`src/rtl/rmc_map.vh`:
```
// constants for the radio mode controller: commands, state codes, timing counts
`ifndef RMC_MAP_VH
`define RMC_MAP_VH
`define RMC_CMD_PREFIX 8'h80
`define RMC_CMD_TX 8'h60
`define RMC_CMD_RX 8'h61
`define RMC_CMD_READY 8'h62
`define RMC_CMD_STANDBY 8'h63
`define RMC_CMD_SLEEP 8'h64
`define RMC_CMD_LOCK_RECEIVE_CMD 8'h65
`define RMC_CMD_LOCK_TRANSMIT_CMD 8'h66
`define RMC_CMD_ABORT 8'h67
`define RMC_CMD_DUTY_RELOAD 8'h68
`define RMC_CMD_SOFT_RESET 8'h70
`define RMC_CMD_CLR_RXQ 8'h71
`define RMC_CMD_CLR_TXQ 8'h72
`define RMC_CMD_SEQ_RELOAD 8'h73
`define RMC_CODE_READY 7'h00
`define RMC_CODE_SLEEP_NR 7'h01
`define RMC_CODE_STANDBY 7'h02
`define RMC_CODE_SLEEP_R 7'h03
`define RMC_CODE_LOCK 7'h0C
`define RMC_CODE_RX 7'h30
`define RMC_CODE_SETUP 7'h50
`define RMC_CODE_TX 7'h5C
`define RMC_SLEEP_SEL_REG 8'h79
`define RMC_CLK_MHZ 200
`define RMC_T_LOCK_NOCAL_US 45
`define RMC_T_LOCK_CAL_US 80
`define RMC_T_SLEEP_NS 300
`define RMC_T_TO_READY_US 1
`define RMC_T_WAKE_US 100
`define RMC_T_POWERUP_US 500
`define RMC_CYC_LOCK_NOCAL (`RMC_T_LOCK_NOCAL_US * `RMC_CLK_MHZ)
`define RMC_CYC_LOCK_CAL (`RMC_T_LOCK_CAL_US * `RMC_CLK_MHZ)
`define RMC_CYC_SLEEP ((`RMC_T_SLEEP_NS * `RMC_CLK_MHZ + 999) / 1000)
`define RMC_CYC_TO_READY (`RMC_T_TO_READY_US * `RMC_CLK_MHZ)
`define RMC_CYC_WAKE (`RMC_T_WAKE_US * `RMC_CLK_MHZ)
`define RMC_CYC_POWERUP (`RMC_T_POWERUP_US * `RMC_CLK_MHZ)
`endif

```
`src/rtl/rmc_spi_rx.v`:
```
// spi slave byte receiver: shifts mosi in on sck rising edges, mode 0, msb first
`timescale 1ns/1ps
module rmc_spi_rx (
  input wire clk,
  input wire srst,
  input wire csn,
  input wire sck,
  input wire mosi,
  output reg [7:0] byte_data_reg,
  output reg byte_valid_reg,
  output reg first_byte_reg
);
  reg sck_d_reg;
  reg [7:0] shift_reg;
  reg [2:0] bit_cnt_reg;
  reg first_pending_reg;
  wire sck_rise;
  wire [7:0] shift_next;

  // sck is sampled like any other synchronous input; edges found by comparing two samples
  assign sck_rise = sck & ~sck_d_reg;
  assign shift_next = {shift_reg[6:0], mosi};

  //////////////////////////////////////////////////////////////////////////////
  // shifter: chip select high parks the bit counter, so a broken byte never completes
  always @(posedge clk) begin
    if (srst) begin
      sck_d_reg <= 1'b0;
      shift_reg <= 8'h00;
      bit_cnt_reg <= 3'h0;
      byte_data_reg <= 8'h00;
      byte_valid_reg <= 1'b0;
      first_byte_reg <= 1'b0;
      first_pending_reg <= 1'b1;
    end else begin
      sck_d_reg <= sck;
      byte_valid_reg <= 1'b0;
      if (csn) begin
        bit_cnt_reg <= 3'h0;
        first_pending_reg <= 1'b1;
      end else if (sck_rise) begin
        shift_reg <= shift_next;
        bit_cnt_reg <= bit_cnt_reg + 3'h1;
        if (bit_cnt_reg == 3'h7) begin
          byte_data_reg <= shift_next;
          byte_valid_reg <= 1'b1;
          first_byte_reg <= first_pending_reg;
          first_pending_reg <= 1'b0;
        end
      end
    end
  end
endmodule

```
`src/rtl/rmc_mode_ctrl.v`:
```
// radio mode controller: spi command decode and main operating-state sequencer
`timescale 1ns/1ps
`include "rmc_map.vh"
module rmc_mode_ctrl #(
  parameter [15:0] LOCK_NOCAL_CYC = `RMC_CYC_LOCK_NOCAL,
  parameter [15:0] LOCK_CAL_CYC = `RMC_CYC_LOCK_CAL,
  parameter [15:0] WAKE_CYC = `RMC_CYC_WAKE,
  parameter [16:0] POWERUP_CYC = `RMC_CYC_POWERUP
) (
  input wire clk,
  input wire srst,
  input wire power_down_pin,
  input wire spi_csn,
  input wire spi_sck,
  input wire spi_mosi,
  input wire vco_cal_en,
  input wire sleep_retain_sel,
  input wire rx_done,
  input wire tx_done,
  input wire hw_sleep_req,
  output reg [6:0] state_code_reg,
  output reg xtal_on_reg,
  output reg synth_on_reg,
  output reg synth_tx_cfg_reg,
  output reg wake_timer_on_reg,
  output reg rx_active_reg,
  output reg tx_active_reg,
  output reg powered_reg,
  output reg duty_timer_reload_cmd,
  output reg soft_reset_cmd,
  output reg clear_receive_queue_cmd,
  output reg clear_transmit_queue_cmd,
  output reg seq_reload_cmd,
  output reg sleep_retain_reg
);
  // one-hot states
  localparam [9:0] ST_OFF = 10'h001;
  localparam [9:0] ST_READY = 10'h002;
  localparam [9:0] ST_STANDBY = 10'h004;
  localparam [9:0] ST_SLEEP = 10'h008;
  localparam [9:0] ST_SETUP = 10'h010;
  localparam [9:0] ST_LOCK = 10'h020;
  localparam [9:0] ST_RX = 10'h040;
  localparam [9:0] ST_TX = 10'h080;
  localparam [9:0] ST_GO_LOW = 10'h100;
  localparam [9:0] ST_TO_READY = 10'h200;
  // where the lock phase goes when done
  localparam [1:0] GOAL_LOCK = 2'h0;
  localparam [1:0] GOAL_RX = 2'h1;
  localparam [1:0] GOAL_TX = 2'h2;
  localparam [15:0] SLEEP_CYC = `RMC_CYC_SLEEP;
  localparam [15:0] TO_READY_CYC = `RMC_CYC_TO_READY;

  wire [7:0] byte_data;
  wire byte_valid;
  wire first_byte;
  reg [9:0] state_reg;
  reg [9:0] state_next;
  reg [16:0] timer_reg;
  reg [16:0] timer_next;
  reg [1:0] goal_reg;
  reg [1:0] goal_next;
  reg low_is_sleep_reg;
  reg low_is_sleep_next;
  reg prefix_seen_reg;
  reg cmd_valid;
  reg [7:0] cmd;
  reg soft_reset_next;

  // state code for each one-hot state
  function [6:0] code_of;
    input [9:0] st;
    input retain;
    begin
      case (st)
        ST_READY: code_of = `RMC_CODE_READY;
        ST_STANDBY: code_of = `RMC_CODE_STANDBY;
        ST_SLEEP: code_of = retain ? `RMC_CODE_SLEEP_R : `RMC_CODE_SLEEP_NR;
        ST_SETUP: code_of = `RMC_CODE_SETUP;
        ST_LOCK: code_of = `RMC_CODE_LOCK;
        ST_RX: code_of = `RMC_CODE_RX;
        ST_TX: code_of = `RMC_CODE_TX;
        ST_GO_LOW: code_of = `RMC_CODE_READY;
        ST_TO_READY: code_of = `RMC_CODE_READY;
        default: code_of = 7'h7F;
      endcase
    end
  endfunction

  // one compare serves every strobe except soft reset, and the lock-direction choice below
  function cmd_is;
    input valid;
    input [7:0] code;
    input [7:0] want;
    begin
      cmd_is = valid && (code == want);
    end
  endfunction

  // true only in the cycle the sequencer steps into sleep, so entry actions fire once
  function enters_sleep;
    input [9:0] nxt;
    input [9:0] cur;
    begin
      enters_sleep = (nxt == ST_SLEEP) && (cur != ST_SLEEP);
    end
  endfunction

  //////////////////////////////////////////////////////////////////////////////
  rmc_spi_rx u_spi (
    .clk(clk),
    .srst(srst | power_down_pin),
    .csn(spi_csn),
    .sck(spi_sck),
    .mosi(spi_mosi),
    .byte_data_reg(byte_data),
    .byte_valid_reg(byte_valid),
    .first_byte_reg(first_byte)
  );

  // the second byte after a 0x80 first byte is a command; later bytes are other accesses
  always @* begin
    cmd_valid = byte_valid & prefix_seen_reg & ~first_byte;
    cmd = byte_data;
  end

  always @(posedge clk) begin
    if (srst | power_down_pin) begin
      prefix_seen_reg <= 1'b0;
    end else if (byte_valid) begin
      prefix_seen_reg <= first_byte & (byte_data == `RMC_CMD_PREFIX);
    end
  end

  //////////////////////////////////////////////////////////////////////////////
  // next-state logic; invalid commands leave everything as it is
  always @* begin
    state_next = state_reg;
    timer_next = timer_reg;
    goal_next = goal_reg;
    low_is_sleep_next = low_is_sleep_reg;
    soft_reset_next = 1'b0;
    if (timer_reg != 17'h0) begin
      timer_next = timer_reg - 17'h1;
    end
    case (state_reg)
      ST_OFF: begin
        // commands other than soft reset and the duty, queue-clear and sequencer-reload strobes are dropped here; the host must wait out the power-up delay
        if (timer_reg == 17'h0) begin
          state_next = ST_READY;
        end
      end
      ST_READY: begin
        if (cmd_valid) begin
          case (cmd)
            `RMC_CMD_TX, `RMC_CMD_RX, `RMC_CMD_LOCK_RECEIVE_CMD, `RMC_CMD_LOCK_TRANSMIT_CMD: begin
              state_next = ST_SETUP;
              goal_next = (cmd == `RMC_CMD_TX) ? GOAL_TX :
                          (cmd == `RMC_CMD_RX) ? GOAL_RX : GOAL_LOCK;
              // calibration costs extra settling time
              timer_next = {1'b0, vco_cal_en ? LOCK_CAL_CYC : LOCK_NOCAL_CYC};
            end
            `RMC_CMD_STANDBY: begin
              state_next = ST_GO_LOW;
              low_is_sleep_next = 1'b0;
              timer_next = {1'b0, SLEEP_CYC};
            end
            `RMC_CMD_SLEEP: begin
              state_next = ST_GO_LOW;
              low_is_sleep_next = 1'b1;
              timer_next = {1'b0, SLEEP_CYC};
            end
            default: state_next = ST_READY;
          endcase
        end else if (hw_sleep_req) begin
          // duty-cycle or csma entry obeys the same variant bit as the command
          state_next = ST_GO_LOW;
          low_is_sleep_next = 1'b1;
          timer_next = {1'b0, SLEEP_CYC};
        end
      end
      ST_GO_LOW: begin
        if (timer_reg == 17'h0) begin
          state_next = low_is_sleep_reg ? ST_SLEEP : ST_STANDBY;
        end
      end
      ST_STANDBY, ST_SLEEP: begin
        if (cmd_valid && cmd == `RMC_CMD_READY) begin
          state_next = ST_TO_READY;
          timer_next = {1'b0, WAKE_CYC};
        end
      end
      ST_SETUP: begin
        if (timer_reg == 17'h0) begin
          state_next = ST_LOCK;
        end
      end
      ST_LOCK: begin
        // lock used only on the way to rx/tx is passed straight through
        if (goal_reg == GOAL_RX) begin
          state_next = ST_RX;
        end else if (goal_reg == GOAL_TX) begin
          state_next = ST_TX;
        end else if (cmd_valid && cmd == `RMC_CMD_READY) begin
          state_next = ST_TO_READY;
          timer_next = {1'b0, TO_READY_CYC};
        end
      end
      ST_RX, ST_TX: begin
        if (cmd_valid && cmd == `RMC_CMD_ABORT) begin
          state_next = ST_TO_READY;
          timer_next = {1'b0, TO_READY_CYC};
        end else if (state_reg == ST_RX && cmd_valid && cmd == `RMC_CMD_TX) begin
          // direction swap reuses the running synthesizer: one cycle of lock
          state_next = ST_LOCK;
          goal_next = GOAL_TX;
        end else if (state_reg == ST_TX && cmd_valid && cmd == `RMC_CMD_RX) begin
          state_next = ST_LOCK;
          goal_next = GOAL_RX;
        end else if ((state_reg == ST_RX && rx_done) || (state_reg == ST_TX && tx_done)) begin
          state_next = ST_TO_READY;
          timer_next = {1'b0, TO_READY_CYC};
        end
      end
      ST_TO_READY: begin
        // shows the ready code already but takes no command except soft reset and the other strobe commands until the timer ends;
        // a host must allow the whole transition time before its next command
        if (timer_reg == 17'h0) begin
          state_next = ST_READY;
        end
      end
      default: state_next = ST_READY;
    endcase
    // soft reset overrides any state
    if (cmd_valid && cmd == `RMC_CMD_SOFT_RESET) begin
      state_next = ST_READY;
      timer_next = 17'h0;
      goal_next = GOAL_LOCK;
      low_is_sleep_next = 1'b0;
      soft_reset_next = 1'b1;
    end
  end

  //////////////////////////////////////////////////////////////////////////////
  // state registers; the power-down pin wipes everything and starts the power-up delay
  always @(posedge clk) begin
    if (srst | power_down_pin) begin
      state_reg <= ST_OFF;
      timer_reg <= POWERUP_CYC;
      goal_reg <= GOAL_LOCK;
      low_is_sleep_reg <= 1'b0;
      sleep_retain_reg <= 1'b0;
    end else begin
      state_reg <= state_next;
      timer_reg <= timer_next;
      goal_reg <= goal_next;
      low_is_sleep_reg <= low_is_sleep_next;
      // retention choice latched at each sleep entry, held while asleep
      if (enters_sleep(state_next, state_reg)) begin
        sleep_retain_reg <= sleep_retain_sel;
      end
    end
  end

  //////////////////////////////////////////////////////////////////////////////
  // registered status and one-cycle command strobes
  always @(posedge clk) begin
    if (srst | power_down_pin) begin
      state_code_reg <= 7'h7F;
      xtal_on_reg <= 1'b0;
      synth_on_reg <= 1'b0;
      wake_timer_on_reg <= 1'b0;
      rx_active_reg <= 1'b0;
      tx_active_reg <= 1'b0;
      powered_reg <= 1'b0;
      duty_timer_reload_cmd <= 1'b0;
      soft_reset_cmd <= 1'b0;
      clear_receive_queue_cmd <= 1'b0;
      clear_transmit_queue_cmd <= 1'b0;
      seq_reload_cmd <= 1'b0;
    end else begin
      state_code_reg <= code_of(state_next, (state_next == ST_SLEEP) ?
        ((state_reg == ST_SLEEP) ? sleep_retain_reg : sleep_retain_sel) : 1'b0);
      xtal_on_reg <= ~(state_next == ST_OFF || state_next == ST_STANDBY ||
        state_next == ST_SLEEP);
      synth_on_reg <= (state_next == ST_SETUP) || (state_next == ST_LOCK) ||
        (state_next == ST_RX) || (state_next == ST_TX);
      wake_timer_on_reg <= (state_next == ST_SLEEP);
      rx_active_reg <= (state_next == ST_RX);
      tx_active_reg <= (state_next == ST_TX);
      powered_reg <= 1'b1;
      duty_timer_reload_cmd <= cmd_is(cmd_valid, cmd, `RMC_CMD_DUTY_RELOAD);
      soft_reset_cmd <= soft_reset_next;
      // entering sleep without retention drops both queues
      clear_receive_queue_cmd <= cmd_is(cmd_valid, cmd, `RMC_CMD_CLR_RXQ) ||
        (enters_sleep(state_next, state_reg) && !sleep_retain_sel);
      clear_transmit_queue_cmd <= cmd_is(cmd_valid, cmd, `RMC_CMD_CLR_TXQ) ||
        (enters_sleep(state_next, state_reg) && !sleep_retain_sel);
      seq_reload_cmd <= cmd_is(cmd_valid, cmd, `RMC_CMD_SEQ_RELOAD);
    end
  end

  //////////////////////////////////////////////////////////////////////////////
  // synthesizer setting: picked by the command that starts a lock phase and held after it,
  // so a lock entered for transmit keeps the transmit setting while it stands
  always @(posedge clk) begin
    if (srst | power_down_pin) begin
      synth_tx_cfg_reg <= 1'b0;
    end else if (soft_reset_next) begin
      synth_tx_cfg_reg <= 1'b0;
    end else if (state_reg == ST_READY && cmd_valid) begin
      if (cmd_is(1'b1, cmd, `RMC_CMD_TX) || cmd_is(1'b1, cmd, `RMC_CMD_LOCK_TRANSMIT_CMD)) begin
        synth_tx_cfg_reg <= 1'b1;
      end else if (cmd_is(1'b1, cmd, `RMC_CMD_RX) || cmd_is(1'b1, cmd, `RMC_CMD_LOCK_RECEIVE_CMD)) begin
        synth_tx_cfg_reg <= 1'b0;
      end
    end else if ((state_reg == ST_RX || state_reg == ST_TX) && state_next == ST_LOCK) begin
      // a direction swap retunes during its lock cycle
      synth_tx_cfg_reg <= (goal_next == GOAL_TX);
    end
  end
endmodule

```
`config.mk`:
```
export PLATFORM = sky130hd
export DESIGN_NAME = rmc_mode_ctrl
export DESIGN_NICKNAME = d
export VERILOG_FILES = /design/src/rtl/rmc_spi_rx.v /design/src/rtl/rmc_mode_ctrl.v
export VERILOG_INCLUDE_DIRS = /design/src /design/src/rtl
export SDC_FILE = /design/constraint.sdc
export NUM_CORES = 1
export LEC_CHECK = 0
export BUFFER_PORTS_ARGS = -buffer_cell sky130_fd_sc_hd__buf_2
export CORE_UTILIZATION = 50
export CTS_CLUSTER_DIAMETER = 100
export DETAILED_ROUTE_END_ITERATION = 6
export PLACE_DENSITY = 0.7
export SLEW_MARGIN = 20
export SYNTH_ARGS = -nofsm -noshare
export SYNTH_HDL_FRONTEND = slang
export SYNTH_SLANG_ARGS = --single-unit
```
`constraint.sdc`:
```
create_clock -name clk -period 4.3 [get_ports clk]
set_input_delay 0 -clock clk [delete_from_list [all_inputs] [get_ports clk]]
set_output_delay 0 -clock clk [all_outputs]
set_load 0.03 [all_outputs]
```
==> results of run 1 <==
==> path summary, 6_finish.rpt <==
kind,start,endpoint,slack (ps),depth (start not counted)
setup reg to reg,timer_reg[9],state_code_reg[4],1470,7
setup / recovery,timer_reg[9],state_code_reg[4],1470,7
hold reg to reg,u_spi.first_pending_reg,u_spi.first_byte_reg,460,2
hold / removal,hw_sleep_req,timer_reg[13],210,5
==> Yosys cell counts, types with 4 or more instances <==
library cell | count | share of area [%]
dfxtp_1 | 72 | 37
nand2_1 | 57 | 5.6
nor2_1 | 46 | 4.5
a21oi_1 | 25 | 3.2
nand3_1 | 16 | 2.1
nor3_1 | 14 | 1.8
clkbuf_1 | 12 | 1.2
nand4_1 | 12 | 1.9
mux2i_1 | 10 | 2.6
xnor2_1 | 10 | 2.3
nor4_1 | 9 | 1.5
xor2_1 | 9 | 2.0
inv_1 | 8 | 0.78
o21ai_0 | 8 | 1.0
nor3b_1 | 7 | 1.4
buf_4 | 6 | 1.2
and3_1 | 5 | 0.81
nor4b_1 | 5 | 1.1
o211ai_1 | 5 | 0.97
a22o_1 | 4 | 0.91
and2_1 | 4 | 0.65
ha_1 | 4 | 1.3
nand2b_1 | 4 | 0.65
nand3b_1 | 4 | 0.78
nand4b_1 | 4 | 0.91
nor2b_1 | 4 | 0.65
o21ai_1 | 4 | 0.52
o22ai_1 | 4 | 0.65
or4_1 | 4 | 0.78
==> area by class of cell <==
class / count / share of cell area (%)
Multi-Input combinational cell: 345 / 51.9
Sequential cell: 72 / 33.4
Timing Repair Buffer: 36 / 4.82
Clock buffer: 10 / 3.19
Clock inverter: 6 / 3.02
Tap cell: 99 / 2.87
Inverter: 9 / 0.784
==> metal layers <==
metal  global-route usage, %  wire length, um
met1                    31.9             4240
met3                    4.57              452
met5                       0                0
met2                    38.9             4360
met4                    9.84              151
==> power by group through the flow <==
stage               clock [uW]  sequential, uW  combinational, uW
global route               750             686               87.3
CTS                        726             685               79.0
finish                     714             685               78.9
global placement             0             700               73.3
floorplan                    0             701               53.2
detailed placement           0             700               75.2
==> worst min-delay path, cell delays in order <==
cell	delay, ps
buf_2	120
a22o_1	180
nor3_1	60
nand2_1	60
nand3_1	70
==> kinds of logic (layout without fill, tap and decap cells) <==
logic type	Yosys count	in the layout	synth area share, %
fa+ha+maj	4	4	1.30
compound gates	93	93	17.9
buf+inv	33	61	4.52
flops	72	72	37.4
simple gates	217	217	31.4
mux	12	12	3.18
xor+xnor	19	19	4.32
==> repair_timing <==
action	4_1_cts	5_1_grt
hold buffers	5	0
endpoints found under the hold margin	9	0
setup buffers	0	0
gates resized for setup	0	0
==> metrics by stage <==
step                      cell area [um2]  util, %
after global placement               3990     54.5
after detailed placement             3990     54.5
after global routing                 4310     58.8
after CTS                            4310     58.8
after floorplan                      3850        -
final                                4310     58.8
==> flow_summary.ini, run 1 <==
[critical_path]
crit_type = flip-flop to flip-flop
critPathBufInv = 0
cp-end-kind = flip-flop
cp.arrival_ps = 3050
critical-path-max-stage-delay_ps = 540
worstPathMaxFanout = 11
path_cells = nor4_1 -> nand4_1 -> a21boi_1 -> o41ai_2 -> a21oi_1 -> a311oi_2 -> nand3_1
cp.required_ps = 4530
critPathTopFamily = compound AO/OA/AOI/OAI gates
startpoint_type = flip-flop
slowest_stage = nand4_1

[power_and_ir_drop]
clkPwrFrac_pct = 48.3
p_sw_uw = 311
total_power_uw = 1480
power.density_nw_per_um2 = 343
leakage_uw = 0.00155
pwr-share-seq_pct = 46.4
sw_frac_of_total_pct = 21.0
p_int_uw = 1170
irDropWorstVdd_uv = 213
combPwrFrac_pct = 5.3

[cts]
tritoncts = done
cts_made_buffers = 9
clk_pin_slew_worst_paths_ps = 80
cts_root_buffer = clkbuf_8
cts_max_path_buffers = 2
htree_levels = 3
insertion_delay_ps = 350
cts_sinks = 72

[logic_synthesis]
synthDistinctLibCells = 76
ys_seq_elements = 72
synth_enable_flop_cells = 0
yosys_warnings = 0
synthCells = 450
async_reset_ff_share_pct = 0
synthFlopType = dfxtp_1
syn-num-nets = 465
seq_area_frac_synth_pct = 37.4
syn_avg_cell_area_um2 = 8.56
syn_area_um2 = 3850

[timing]
finalMaxSlewViolations = 0
fin_ws_ps = 1470
fin_crit_sh_pct = 65.7
holdWs_ps = 205
fmax_ghz = 0.354
slew_headroom_pct = 43.5
tns_ps = 0
clock_skew_ps = 8.91
setup_viol = 0
worstMarginPinSlew_ps = 845
min_period_ps = 2830
hold_viol = 0
rsz0062_at_grt = false

[placed_design]
pre_cts_ws_ps = 1540
place_congestion = 0.878
port_buffers = 30
hpwl_um = 6780
dp_cells = 556

[finish]
syn_to_final_growth_pct = 11.9
regArea_um2 = 1440
drive_gt1_share_pct = 15.7
fill_cells = 697
layout_commonest_cell = dfxtp_1
antenna_cells = 0
largest_register_ffs = 17
final_nets = 488
final_cell_mix = dfxtp_1, nand2_1, nor2_1
multi_input_area_um2 = 2240
instances_no_fill = 577

[status]
outcome = completed

[floorplanning]
die_h_um = 89.8
io_pins = 31
fp-row-count = 31
die-area_um2 = 8060
die_w_um = 89.8
core_um2 = 7330
start_util_pct = 52.5

[flow_run]
cap_violations = 0

[grt]
grt_max_degree = 40
grt_pass1_wl_um = 15900
grt_pass1_vias = 3337
globalRouteOverflowTotal = 0
grt_use_total_pct = 24.2
antenna_found_initial = 0

[hold_path]
worstHoldPathType = primary input to flip-flop

[route]
drc = 0
via_per_inst = 5.95
first_iter_violations = 219
avgRoutedWirePerCell_um = 15.9
wl_um = 9200
firstDrtPassIters = 5
antenna_left = 0
vias = 3433
(Power assumes the default switching activity.)
==> run 2: changes to the inputs <==
==> constraint.sdc (replaced) <==
create_clock -name clk -period 2.8 [get_ports clk]
set_input_delay 0 -clock clk [delete_from_list [all_inputs] [get_ports clk]]
set_output_delay 0 -clock clk [all_outputs]
set_load 0.03 [all_outputs]
==> run 2 against run 1 <==
  * Power is 44% higher
  * Critical path depth stayed put
  * Sequential share of layout area is 0.43 points lower
  * Combinational power is 58% higher
  * Utilization is 0.77 points higher
  * Flip-flop and latch count stayed put
==> flow_summary.ini, run 2 (synthesis results as in run 1) <==
[status]
outcome = completed

[critical_path]
slowest_stage = nor4_2
r2r_setup_slack_ps = 230
critical-path-max-stage-delay_ps = 530
crit_type = flip-flop to flip-flop
r2r_end = sleep_retain_reg
startpoint_type = flip-flop
path_cells = nor4_2 -> nand4b_1 -> nor3_2 -> nor2_1 -> a311oi_2 -> a21oi_1 -> a41o_1
cp.required_ps = 3060
worstPathMaxFanout = 9
ff2ff_path_depth = 7
cp.arrival_ps = 2830
r2r_start = state_reg[4]
cp-end-kind = flip-flop

[timing]
min_period_ps = 2570
rsz0062_at_grt = false
setup_viol = 0
slew_headroom_pct = 56.3
clock_skew_ps = 9.90
hold_viol = 0
worstMarginPinSlew_ps = 647
fin_crit_sh_pct = 91.8
finalMaxSlewViolations = 0
fmax_ghz = 0.389
tns_ps = 0

[route]
avgRoutedWirePerCell_um = 15.9
antenna_left = 0
via_per_inst = 5.93
first_iter_violations = 295
firstDrtPassIters = 5
wl_um = 9380
drc = 0
vias = 3499

[power_and_ir_drop]
p_int_uw = 1600
pwr-share-seq_pct = 49.5
sw_frac_of_total_pct = 24.4
total_power_uw = 2120
irDropWorstVdd_uv = 292
leakage_uw = 0.00158
combPwrFrac_pct = 5.9
power.density_nw_per_um2 = 486
clkPwrFrac_pct = 44.6
p_sw_uw = 518

[cts]
htree_levels = 3
cts-resized-gates = 0
cts_made_buffers = 9
cts_root_buffer = clkbuf_8
insertion_delay_ps = 360
tritoncts = done
cts_sinks = 72
cts_max_path_buffers = 2
postCtsSetupBuffers = 0
cts_hold_buf = 5
clk_pin_slew_worst_paths_ps = 90

[grt]
grt_pass1_vias = 3276
globalRouteOverflowTotal = 0
antenna_found_initial = 0
grt_pass1_wl_um = 15800
grt_max_degree = 39
grt_use_total_pct = 24.2

[finish]
syn_to_final_growth_pct = 13.4
antenna_cells = 0
drive_gt1_share_pct = 17.9
largest_register_ffs = 17
final_nets = 501
final_cell_mix = dfxtp_1, nand2_1, nor2_1
layout_commonest_cell = dfxtp_1

[floorplanning]
die-area_um2 = 8060
fp-row-count = 31
io_pins = 31
start_util_pct = 52.5
die_w_um = 89.8
die_h_um = 89.8
core_um2 = 7330

[flow_run]
cap_violations = 0

[placed_design]
place_congestion = 0.906
hpwl_um = 6890
port_buffers = 30

[hold_path]
worstHoldPathType = primary input to flip-flop
hold_path_end = powered_reg
timing.hold.worst.start = srst
min_path_cells = 3
run 2: cell count changes in the layout (fill, tap and decap cells not counted):
cell	before	now
clkinv_4	0	1
inv_6	0	3
clkbuf_8	10	9
buf_4	1	14
bufinv_16	4	2
clkinv_2	2	0
clkinvlp_4	0	1
run 2: layout make-up:
cell class                 instances  area [um2]
clock inverter                     7         103
clock buffer                       9         124
fill                             647        2960
sequential                        72        1440
timing repair buffer              49         305
tap                               99         124
multi-input combinational        345        2240
inverter                           9        33.8
run 2: worst max-delay path by stage:
stage | from | end | slack [ps] | cells after the start
floorplan | state_reg[4] | sleep_retain_reg | 620 | 8
detailed placement | state_reg[4] | sleep_retain_reg | 260 | 7
finish | state_reg[4] | sleep_retain_reg | 230 | 7
global route | state_reg[4] | sleep_retain_reg | 30 | 7
CTS | state_reg[4] | sleep_retain_reg | 240 | 7
global placement | state_reg[4] | sleep_retain_reg | 350 | 7
run 2: critical path, delay by kind of cell (launching register included):
family,cells,cell delay (ps)
simple gates,4,1410
flops,1,420
compound gates,3,640
run 2: power groups by stage:
stage          clock network, uW  registers (uW)  logic (uW)
6_report                     946            1050         125
5_1_grt                     1020            1050         138
4_1_cts                      968            1050         125
3_5_place_dp                   0            1080         119
3_3_place_gp                   0            1070         118
2_1_floorplan                  0            1080        81.7
run 2: metrics by stage:
stage | utilization, % | setup slack [ps] | area [um2] | hold slack, ps | cells
floorplan | - | 619 | 3850 | 77.4 | 450
global route | 59.6 | 27.2 | 4370 | 200 | 590
finish | 59.6 | 230 | 4370 | 209 | 590
global placement | 55.8 | 355 | 4090 | 214 | 569
CTS | 59.6 | 241 | 4370 | 200 | 590
detailed placement | 55.8 | 264 | 4090 | 216 | 569
run 2: per-layer routing:
layer  track usage, %  up-vias  routed length [um]
li1                 -     1722                   -
met1             31.2     1668                4200
met2             40.8      100                4550
met3             4.82        9                 527
met4             7.65        0                  96
met5                0        -                   0
==> run 3: changes to the inputs <==
--- a/config.mk
+++ b/config.mk
@@ -10,6 +10,7 @@
 export CORE_UTILIZATION = 50
 export CTS_CLUSTER_DIAMETER = 100
 export DETAILED_ROUTE_END_ITERATION = 6
+export MAX_ROUTING_LAYER = met4
 export PLACE_DENSITY = 0.7
 export SLEW_MARGIN = 20
 export SYNTH_ARGS = -nofsm -noshare
==> run 3 against run 2 <==
  * Maximum frequency up 1.3%
  * Register-to-register slack better by 30 ps
  * Combinational power about the same
  * Clock-buffer cell count grew 2
  * Critical path depth is the same
  * Hold slack worse by 1.0 ps
  * Clock power shrank 2.1%
  * Critical endpoint is now state_code_reg[4]
  * Cell area barely moved
==> flow_summary.ini, run 3 (synthesis results as in run 1) <==
[flow_run]
cap_violations = 0

[cts]
cts_made_buffers = 9
cts_sinks = 72
clk_pin_slew_worst_paths_ps = 80
cts_root_buffer = clkbuf_8
insertion_delay_ps = 350
cts-resized-gates = 0
htree_levels = 3
cts_max_path_buffers = 2
tritoncts = done

[finish]
regArea_um2 = 1440
final_cell_mix = dfxtp_1, nand2_1, nor2_1
drive_gt1_share_pct = 17.9
largest_register_ffs = 17
multi_input_area_um2 = 2240
fill_cells = 650
final_nets = 502
syn_to_final_growth_pct = 13.5
layout_commonest_cell = dfxtp_1
antenna_cells = 0

[hold_path]
worstHoldPathType = primary input to flip-flop
timing.hold.worst.start = srst

[floorplanning]
io_pins = 31
die_h_um = 89.8
core_um2 = 7330
die-area_um2 = 8060
fp-row-count = 31
die_w_um = 89.8
start_util_pct = 52.5

[critical_path]
crit_type = flip-flop to flip-flop
r2r_start = state_reg[6]
worstPathMaxFanout = 9
cp-end-kind = flip-flop
critical-path-max-stage-delay_ps = 480
path_cells = or3b_4 -> a2111oi_4 -> a211oi_2 -> o41ai_2 -> a21oi_1 -> a311oi_2 -> nand3_1
cp.arrival_ps = 2770
crit_start = state_reg[6]
startpoint_type = flip-flop
cp.required_ps = 3030
slowest_stage = dfxtp_1

[placed_design]
hpwl_um = 7040
port_buffers = 30
place_congestion = 0.940
pre_cts_ws_ps = 303

[timing]
worstMarginPinSlew_ps = 698
setup_viol = 0
fin_ws_ps = 262
clock_skew_ps = 8.42
tns_ps = 0
holdWs_ps = 208
slew_headroom_pct = 52.8
min_period_ps = 2540
fin_crit_sh_pct = 90.6
hold_viol = 0
fmax_ghz = 0.394
finalMaxSlewViolations = 0
rsz0062_at_grt = false

[grt]
grt_pass1_wl_um = 15700
grt_use_total_pct = 25.1
met1_usage_pct = 32.3
grtUsageMet3_pct = 5.92
grt_pass1_vias = 3224
busiest_layer = met2
grt_max_degree = 39
grt_use_met2_pct = 38.3
globalRouteOverflowTotal = 0
antenna_found_initial = 0

[route]
first_iter_violations = 223
vias = 3467
via_per_inst = 5.87
avgRoutedWirePerCell_um = 16.0
firstDrtPassIters = 5
antenna_left = 0
drc = 0
wl_um = 9470

[power_and_ir_drop]
irDropWorstVdd_uv = 283
power.density_nw_per_um2 = 482
leakage_uw = 0.00158

[status]
outcome = completed
==> run 3: layout make-up <==
class / instances / share of cell area [%]
clock buffers: 11 / 3.24
clock inverters: 5 / 1.83
inverters: 9 / 0.773
multi-input cells: 345 / 51.2
flip-flops and latches: 72 / 33.0
well taps: 99 / 2.84
repair buffers: 50 / 7.16
==> run 3: metal layers <==
layer / share of wire (%) / wire (um) / vias to the layer above
met4: 1.6 / 148 / 0
met5: 0 / 0 / -
met1: 46 / 4320 / 1608
li1: - / - / 1723
met3: 5.6 / 530 / 15
met2: 47 / 4470 / 121
==> run 3: final timing paths <==
path	endpoint	slack (ps)	cells after the start
max	state_code_reg[4]	260	7
min	powered_reg	210	3
max reg2reg	state_code_reg[4]	260	7
min reg2reg	u_spi.first_byte_reg	460	2
==> run 3: worst max-delay path: cells and delay by family, from the launching register on <==
family | cells | cell delay (ps)
flops | 1 | 480
compound gates | 5 | 1390
simple gates | 2 | 550
==> run 3: what timing repair did <==
item,4_1_cts,5_1_grt
hold buffers,5,0
setup buffers,0,0
hold endpoints to repair,9,0
==> run 3: metrics by stage <==
| stage | instances | util (%) | total power [uW] | area, um2 |
|---|---|---|---|---|
| finish | 591 | 59.6 | 2100 | 4370 |
| global route | 591 | 59.6 | 2200 | 4370 |
| CTS | 591 | 59.6 | 2120 | 4370 |
| detailed placement | 570 | 55.9 | 1190 | 4100 |
| global placement | 570 | 55.9 | 1190 | 4100 |
| floorplan | 450 | - | 1160 | 3850 |
==> run 3: where the power goes <==
group	internal (uW)	total [uW]	switching (uW)
Combinational	55.6	126	70.5
Clock	525	926	401
Sequential	1040	1050	14.7
Total	1620	2100	486
